<file path="config.mk">
export PLATFORM = sky130hd
export DESIGN_NAME = scpcr_top
export DESIGN_NICKNAME = d
export VERILOG_FILES = /design/src/design/scpcr_pkg.sv /design/src/design/scpcr_pin_sync.sv /design/src/design/scpcr_insert_wake.sv /design/src/design/scpcr_top.sv
export SDC_FILE = /design/constraint.sdc
export NUM_CORES = 1
export LEC_CHECK = 0
export BUFFER_PORTS_ARGS = -buffer_cell sky130_fd_sc_hd__buf_4
export CAP_MARGIN = 40
export CORE_MARGIN = 4
export CORE_UTILIZATION = 30
export CTS_BUF_LIST = sky130_fd_sc_hd__clkbuf_8
export DETAILED_ROUTE_END_ITERATION = 10
export MAX_ROUTING_LAYER = met4
export PLACE_DENSITY = 0.62
export RECOVER_POWER = 50
export SLEW_MARGIN = 20
export SYNTH_ARGS = -nofsm -noshare
export SYNTH_HDL_FRONTEND = slang
export SYNTH_SLANG_ARGS = --single-unit
</file>
<file path="constraint.sdc">
create_clock -name clk_in -period 1 [get_ports clk_in]
set_clock_uncertainty 0.2 [all_clocks]
set_input_delay 0.05 -clock clk_in [delete_from_list [all_inputs] [get_ports clk_in]]
set_output_delay 0.05 -clock clk_in [all_outputs]
set_load 0.1 [all_outputs]
</file>
<file path="src/design/scpcr_pkg.sv">
// Package of constants and types for the smart card function configuration registers
// What this block does
// - Bridge-support extension byte at 4Ah is read-only and always reads zero.
// - Power-management data byte at 4Bh reads zero and ignores writes.
// - General control at 4Ch resets to zero; bits 7 and 3:0 read zero.
// - Bits 6:5 pick interrupt output A to D and program the interrupt pin.
// - Any asserted interrupt strap pin overrides the bits 6:5 selection.
// - General control bit 4 sets or clears the cold-state wake support flag.
// - Interrupt select and cold wake bits clear only on global hard reset.
// - Alias bits 31:16 at 50h supply the board device field read at 2Eh.
// - Alias bits 15:0 supply the board vendor field at 2Ch; resets to zero.
// - Socket configuration at 58h resets to 00110001h, by hard reset only.
// - Bit 24 set lets socket 0 accept class B cards; resets to 0.
// - Bit 20 set lets socket 0 accept class A cards; resets to 1.
// - Bit 16 enables the payment-card interface of socket 0; resets to 1.
// - Bit 12 enables the auxiliary card I/O pins of socket 0; resets to 0.
// - Bit 4 set makes socket 0 card insertion raise a wake event.
// - Bit 0 set makes socket 0 operational; resets to 1.
// - Socket bits 31:28 writable reserved; other unused bits read zero.
// - Auxiliary current reads 000b with cold wake clear, 001b when set.
package scpcr_pkg;

    // Configuration byte offsets
    localparam logic [7:0] OFS_BOARD_IDS = 8'h2c;
    localparam logic [7:0] OFS_PM_DWORD = 8'h48;
    localparam logic [7:0] OFS_PM_BRIDGE_EXT = 8'h4a;
    localparam logic [7:0] OFS_PM_DATA = 8'h4b;
    localparam logic [7:0] OFS_GEN_CTRL = 8'h4c;
    localparam logic [7:0] OFS_ALIAS = 8'h50;
    localparam logic [7:0] OFS_SOCKET = 8'h58;

    // General control layout
    localparam logic [7:0] GEN_CTRL_RESET = 8'h00;
    localparam logic [7:0] GEN_CTRL_WMASK = 8'h70;
    localparam int GEN_INT_SEL_LSB = 5;
    localparam int GEN_COLD_WAKE_BIT = 4;

    // Subsystem alias layout
    localparam logic [31:0] ALIAS_RESET = 32'h0000_0000;
    localparam int ALIAS_DEVICE_LSB = 16;
    localparam int ALIAS_VENDOR_LSB = 0;

    // Socket configuration layout
    localparam logic [31:0] SOCKET_RESET = 32'h0011_0001;
    localparam logic [31:0] SOCKET_WMASK = 32'hf111_1011;
    localparam int SOCK_CLASS_B_BIT = 24;
    localparam int SOCK_CLASS_A_BIT = 20;
    localparam int SOCK_PAY_IF_BIT = 16;
    localparam int SOCK_AUX_IO_BIT = 12;
    localparam int SOCK_INS_WAKE_BIT = 4;
    localparam int SOCK_ENABLE_BIT = 0;

    // Capability side values
    localparam logic [2:0] AUX_CURRENT_SELF = 3'h0;
    localparam logic [2:0] AUX_CURRENT_55MA = 3'h1;
    localparam logic [7:0] INT_PIN_BASE = 8'h01;

    // Number of interrupt strap pins
    localparam int STRAP_COUNT = 4;

    // One configuration cycle as seen at the function
    typedef struct packed {
        logic wr;
        logic rd;
        logic [7:0] addr;
        logic [3:0] be;
        logic [31:0] wdata;
    } scpcr_cfg_req_s;

    // Answer to a configuration cycle
    typedef struct packed {
        logic ack;
        logic [31:0] rdata;
    } scpcr_cfg_rsp_s;

endpackage

</file>
<file path="src/design/scpcr_pin_sync.sv">
// Three-stage pin synchroniser with agreement filter, one lane per bit
`timescale 1ns/100ps
`default_nettype none
module scpcr_pin_sync #(
    parameter int WIDTH = 1
) (
    // Clock and reset
    input wire logic clk_in,
    input wire logic rst_n_in,
    // Pins and filtered levels
    input wire logic [WIDTH-1:0] pin_in,
    output logic [WIDTH-1:0] level_out
);

    genvar g;
    generate
        for (g = 0; g < WIDTH; g++) begin : g_lane
            logic ff1;
            logic ff2;
            logic ff3;
            logic level;
            logic next_level;

            // Accept a change only once stages two and three agree
            always_comb begin
                next_level = (ff2 == ff3) ? ff3 : level;
            end

            // First stage feeds only the second one
            always_ff @(posedge clk_in or negedge rst_n_in) begin
                if (!rst_n_in) begin
                    ff1 <= 1'b0;
                    ff2 <= 1'b0;
                    ff3 <= 1'b0;
                    level <= 1'b0;
                end else begin
                    ff1 <= pin_in[g];
                    ff2 <= ff1;
                    ff3 <= ff2;
                    level <= next_level;
                end
            end

            assign level_out[g] = level;
        end
    endgenerate

endmodule
`default_nettype wire

</file>
<file path="src/design/scpcr_insert_wake.sv">
// Card insertion edge detector raising a one-cycle wake request
`timescale 1ns/100ps
`default_nettype none
module scpcr_insert_wake (
    // Clock and reset
    input wire logic clk_in,
    input wire logic rst_n_in,
    // Filtered card presence and enable
    input wire logic present_in,
    input wire logic wake_enable_in,
    // Wake request pulse
    output logic wake_out
);

    logic present_q;
    logic wake;
    logic next_wake;

    // Rising presence is an insertion; gated by the socket wake bit
    always_comb begin
        next_wake = present_in && !present_q && wake_enable_in;
    end

    // Present history and registered pulse
    always_ff @(posedge clk_in or negedge rst_n_in) begin
        if (!rst_n_in) begin
            present_q <= 1'b0;
            wake <= 1'b0;
        end else begin
            present_q <= present_in;
            wake <= next_wake;
        end
    end

    assign wake_out = wake;
endmodule
`default_nettype wire

</file>
<file path="src/design/scpcr_top.sv">
// Smart card function configuration registers: decode, storage and side outputs
`timescale 1ns/100ps
`default_nettype none
module scpcr_top
    import scpcr_pkg::*;
(
    // Clock and global hard reset
    input wire logic clk_in,
    input wire logic rst_n_in,
    // Configuration cycles from the host bus
    input wire scpcr_cfg_req_s cfg_req_in,
    output scpcr_cfg_rsp_s cfg_rsp_out,
    // Pins from the board
    input wire logic [STRAP_COUNT-1:0] interrupt_strap_pins_in,
    input wire logic card_present_in,
    // Interrupt routing
    output logic [1:0] int_route_out,
    output logic [7:0] interrupt_pin_reg_out,
    // Power management capability fields
    output logic cold_wake_flag_out,
    output logic [2:0] aux_current_out,
    output logic pme_wake_out,
    // Aliased board identifiers
    output logic [15:0] board_vendor_field_out,
    output logic [15:0] board_device_field_out,
    // Socket 0 controls
    output logic slot0_enable_out,
    output logic slot0_class_a_support_out,
    output logic slot0_class_b_support_out,
    output logic slot0_payment_iface_enable_out,
    output logic slot0_aux_io_enable_out
);

    logic [7:0] gen_ctrl;
    logic [7:0] next_gen_ctrl;
    logic [31:0] alias_reg;
    logic [31:0] next_alias_reg;
    logic [31:0] socket;
    logic [31:0] next_socket;
    logic [31:0] rdata;
    logic [31:0] next_rdata;
    logic ack;
    logic next_ack;
    logic [1:0] route;
    logic [1:0] next_route;
    logic [STRAP_COUNT-1:0] strap_level;
    logic strap_any;
    logic present_level;
    logic [31:0] be_mask;
    logic [7:0] dword_addr;

    // Strap pins come from the board, so they are filtered first
    scpcr_pin_sync #(
        .WIDTH(STRAP_COUNT)
    ) u_strap_sync (
        .clk_in(clk_in),
        .rst_n_in(rst_n_in),
        .pin_in(interrupt_strap_pins_in),
        .level_out(strap_level)
    );

    // Card detect is a pin as well
    scpcr_pin_sync #(
        .WIDTH(1)
    ) u_present_sync (
        .clk_in(clk_in),
        .rst_n_in(rst_n_in),
        .pin_in(card_present_in),
        .level_out(present_level)
    );

    // Insertion wake request
    scpcr_insert_wake u_insert_wake (
        .clk_in(clk_in),
        .rst_n_in(rst_n_in),
        .present_in(present_level),
        .wake_enable_in(socket[SOCK_INS_WAKE_BIT]),
        .wake_out(pme_wake_out)
    );

    // Byte enables widened to a bit mask; address reduced to its dword
    assign be_mask = {{8{cfg_req_in.be[3]}}, {8{cfg_req_in.be[2]}},
                      {8{cfg_req_in.be[1]}}, {8{cfg_req_in.be[0]}}};
    assign dword_addr = {cfg_req_in.addr[7:2], 2'b00};
    assign strap_any = |strap_level;

    // Register writes; masks keep read-only bits at zero
    always_comb begin
        next_gen_ctrl = gen_ctrl;
        next_alias_reg = alias_reg;
        next_socket = socket;
        if (cfg_req_in.wr) begin
            case (dword_addr)
                OFS_GEN_CTRL: begin
                    // Only bits 6:4 take data; bit 7 and 3:0 stay zero
                    next_gen_ctrl = (gen_ctrl & ~(GEN_CTRL_WMASK & be_mask[7:0]))
                        | (cfg_req_in.wdata[7:0] & GEN_CTRL_WMASK & be_mask[7:0]);
                end
                OFS_ALIAS: begin
                    // Each byte lane updates on its own enable
                    next_alias_reg = (alias_reg & ~be_mask)
                        | (cfg_req_in.wdata & be_mask);
                end
                OFS_SOCKET: begin
                    next_socket = (socket & ~(SOCKET_WMASK & be_mask))
                        | (cfg_req_in.wdata & SOCKET_WMASK & be_mask);
                end
                default: begin
                    // The PM dword and anything else ignore writes
                    next_gen_ctrl = gen_ctrl;
                end
            endcase
        end
    end

    // Storage is cleared only by the global hard reset pin
    always_ff @(posedge clk_in or negedge rst_n_in) begin
        if (!rst_n_in) begin
            gen_ctrl <= GEN_CTRL_RESET;
            alias_reg <= ALIAS_RESET;
            socket <= SOCKET_RESET;
        end else begin
            gen_ctrl <= next_gen_ctrl;
            alias_reg <= next_alias_reg;
            socket <= next_socket;
        end
    end

    // Read data; the read sees the value before a same-cycle write
    always_comb begin
        next_rdata = 32'h0000_0000;
        next_ack = cfg_req_in.rd || cfg_req_in.wr;
        if (cfg_req_in.rd) begin
            case (dword_addr)
                OFS_BOARD_IDS: begin
                    next_rdata = alias_reg;
                end
                OFS_PM_DWORD: begin
                    // Lanes of 4Ah and 4Bh are constant zero
                    next_rdata = 32'h0000_0000;
                end
                OFS_GEN_CTRL: begin
                    next_rdata = {24'h00_0000, gen_ctrl & GEN_CTRL_WMASK};
                end
                OFS_ALIAS: begin
                    next_rdata = alias_reg;
                end
                OFS_SOCKET: begin
                    next_rdata = socket & SOCKET_WMASK;
                end
                default: begin
                    next_rdata = 32'h0000_0000;
                end
            endcase
        end
    end

    // Interrupt output choice; lowest asserted strap wins over the field
    always_comb begin
        next_route = gen_ctrl[GEN_INT_SEL_LSB +: 2];
        if (strap_any) begin
            next_route = 2'h0;
            for (int i = STRAP_COUNT - 1; i >= 0; i--) begin
                if (strap_level[i]) begin
                    next_route = i[1:0];
                end
            end
        end
    end

    // Answer and routing registers
    always_ff @(posedge clk_in or negedge rst_n_in) begin
        if (!rst_n_in) begin
            rdata <= 32'h0000_0000;
            ack <= 1'b0;
            route <= 2'h0;
        end else begin
            rdata <= next_rdata;
            ack <= next_ack;
            route <= next_route;
        end
    end

    // Outputs, all from flip-flops or constant decodes of them
    assign cfg_rsp_out.ack = ack;
    assign cfg_rsp_out.rdata = rdata;
    assign int_route_out = route;
    assign interrupt_pin_reg_out = INT_PIN_BASE + {6'h00, route};
    assign cold_wake_flag_out = gen_ctrl[GEN_COLD_WAKE_BIT];
    assign aux_current_out = gen_ctrl[GEN_COLD_WAKE_BIT] ?
        AUX_CURRENT_55MA : AUX_CURRENT_SELF;
    assign board_vendor_field_out = alias_reg[ALIAS_VENDOR_LSB +: 16];
    assign board_device_field_out = alias_reg[ALIAS_DEVICE_LSB +: 16];
    assign slot0_enable_out = socket[SOCK_ENABLE_BIT];
    assign slot0_class_a_support_out = socket[SOCK_CLASS_A_BIT];
    assign slot0_class_b_support_out = socket[SOCK_CLASS_B_BIT];
    assign slot0_payment_iface_enable_out = socket[SOCK_PAY_IF_BIT];
    assign slot0_aux_io_enable_out = socket[SOCK_AUX_IO_BIT];
endmodule
`default_nettype wire

</file>
==> results.toml <==
[clocking]
cts_root_buf = "clkbuf_8"
cts-htree-levels = 3
clkLatencyLatePin_ns = 0.38
clk_pin_slew_ns = 0.10
cts_sinks = 102
cts_buffer_depth = 2
cts_tree = "done"
cts_made_buffers = 9

[job]
drv_cap = 0

[worst_setup_path]
cp.required_ns = 0.75
critPathKind = "reg -> out"
end_kind = "output port"
cp_max_fo = 2
arrival_ns = 1.33
crit_path_start_kind = "flop"
reg2reg_setup_slack_ns = -0.22

[drt]
wire_per_inst_um = 17.26
drtPass1Iterations = 5
drt_iter0_markers = 123
vias = 3044
wl_um = 12020
ant_nets = 0
route.detailed.drc = 0
post_drt_via_cell_ratio = 4.374

[sta]
setup_violations = 193
rsz0062_at_grt = "yes"
hold_slack_ns = -0.06129
fin_crit_sh = 1.583
clock.fmax_mhz = 631.9
setup_ws_ns = -0.5825
setup-tns-final_ns = -36.98
max_slew_margin = 0.5972
period_minus_slack_ns = 1.583
drv_slew = 0
worstMarginPinSlew_ns = 0.6042
hold_violations = 18

[status]
status = "complete, but fails checks"
violations = "negative hold slack, negative setup slack"

[floorplan]
die_x_um = 121.9
coreArea_mm2 = 0.01267
ios = 138
initial_core_util = 0.3070
rows = 41
die_h_um = 121.9
die-area_mm2 = 0.01485

[grt]
grt-ovfl-total = 0
grt_pass1_wl_um = 18440
grt_use_total = 0.1714
grt_pass1_vias = 3394
grt_antenna_before_repair = 0
grt_start_max_net_pins = 38

[logic_synthesis]
synth_area_mm2 = 0.003890
synth_compound_area_frac = 0.02702
synth_top_family_by_area = "multiplexers"
ys.flop_type = "dfrtp_1"
ys.warnings.count = 0
synthArstFlopShare = 1.000
synth_fa_ha_area_frac = 0.01608
yosysUniqueCellTypes = 29
synth_seq_cells = 102
synth_cells = 284
synth_xor_area_frac = 0
synth_enable_flop_cells = 0
synthMuxAreaShare = 0.1303
syn_avg_cell_area_um2 = 13.70
yosys.area_share.simple = 0.1145
synth-seq-area-share = 0.6571

[placed_design]
port-buffer-count = 128
dpl_worst_slack_ns = -0.5323
placed_cells = 595
dp_hpwl_um = 7387
place_congestion = 0.7798
place_area_mm2 = 0.005670

[layout]
final_core_util = 0.6234
fin_area_mm2 = 0.007899
final_layout_size_suffix_gt1_frac = 0.7805
final_cell_mix = "buf_6 (72), buf_12 (56), buf_4 (51)"
diodes = 0
nFillCells = 939
final_cell_count_no_fill = 696
area_delta_synth_final_pct = 103.1
nets = 573
layout_commonest_cell = "buf_6"

[power]
peakVddDrop_v = 0.0008827
leakagePower_uw = 0.003506
powerDensity_mw_per_mm2 = 1396

[hold_path]
hold_class = "in -> reg"
## per-stage QoR
stage          power [uW]  hold WS [ns]
2_1_floorplan        6421       -0.4456
3_3_place_gp         7066       -0.3156
3_5_place_dp         7102       -0.3119
4_1_cts             11030      -0.08261
5_1_grt             11490      -0.07163
6_report            11020      -0.06129
## repair_timing
item	CTS	global route
hold buffers	41	2
buffers inserted	39	19
pin swaps	22	20
setup endpoints to repair	155	168
endpoints found under the hold margin	167	36
cloned	2	0
gates resized for setup	268	68
## cells in the mapped netlist, drive strengths merged, types with 2 or more instances
cell	number	area [um2]
and4bb	2	25.02
buf	15	105.1
mux2	45	506.7
maj3	5	50.05
dfstp	3	78.83
clkbuf	5	18.77
nor3	26	141.4
dfrtp	99	2477
nand2	29	108.9
o22ai	12	75.07
nand4	4	85.08
and3b	2	17.52
a21oi	2	10.01
or2	2	12.51
inv	23	86.33
## logic make-up after synthesis
kind of cell               after synthesis
AOI/OAI and AO/OA                       16
adders and majority gates                6
buffers and inverters                   43
DFF                                    102
muxes                                   45
other                                    1
and+or+nand+nor                         71
## cell type report
type / count / area, um2 / area share
clock inverter: 7 / 96.34 / 0.01220
timing repair buffer: 238 / 2964 / 0.3753
sequential: 102 / 2748 / 0.3479
tap: 172 / 215.2 / 0.02725
clock buffer: 9 / 123.9 / 0.01568
inverter: 23 / 95.09 / 0.01204
multi-input combinational: 145 / 1657 / 0.2097
## path summary, 6_finish.rpt
kind,to,start,cells past startpoint
min reg2reg,u_strap_sync.g_lane[2].ff2,u_strap_sync.g_lane[2].ff1,0
min in group asynchronous,u_strap_sync.g_lane[2].ff1,rst_n_in,2
max reg2reg,flop,flop,2
min,rdata[4],cfg_req_in[38],4
max,interrupt_pin_reg_out[1],int_route_out[1],2
max in group asynchronous,async pin,rst_n_in,3
## worst max-delay path: stages (launching register included)
cell	delay, ns
dfrtp_4	0.51
ha_4	0.28
buf_12	0.16
## metal layers
metal	up-vias	global-route usage	part of all wire
li1	1410	-	-
met1	1530	0.2083	0.41
met5	-	-	0
met3	15	0.03575	0.045
met2	89	0.2821	0.53
met4	0	0.06513	0.017
## power by group
group	internal (uW)	switching (uW)
Sequential	4440	240
Combinational	1480	1960
Clock	1420	1490
Total	7340	3690
Note: power is estimated with default switching activity, not from simulation.
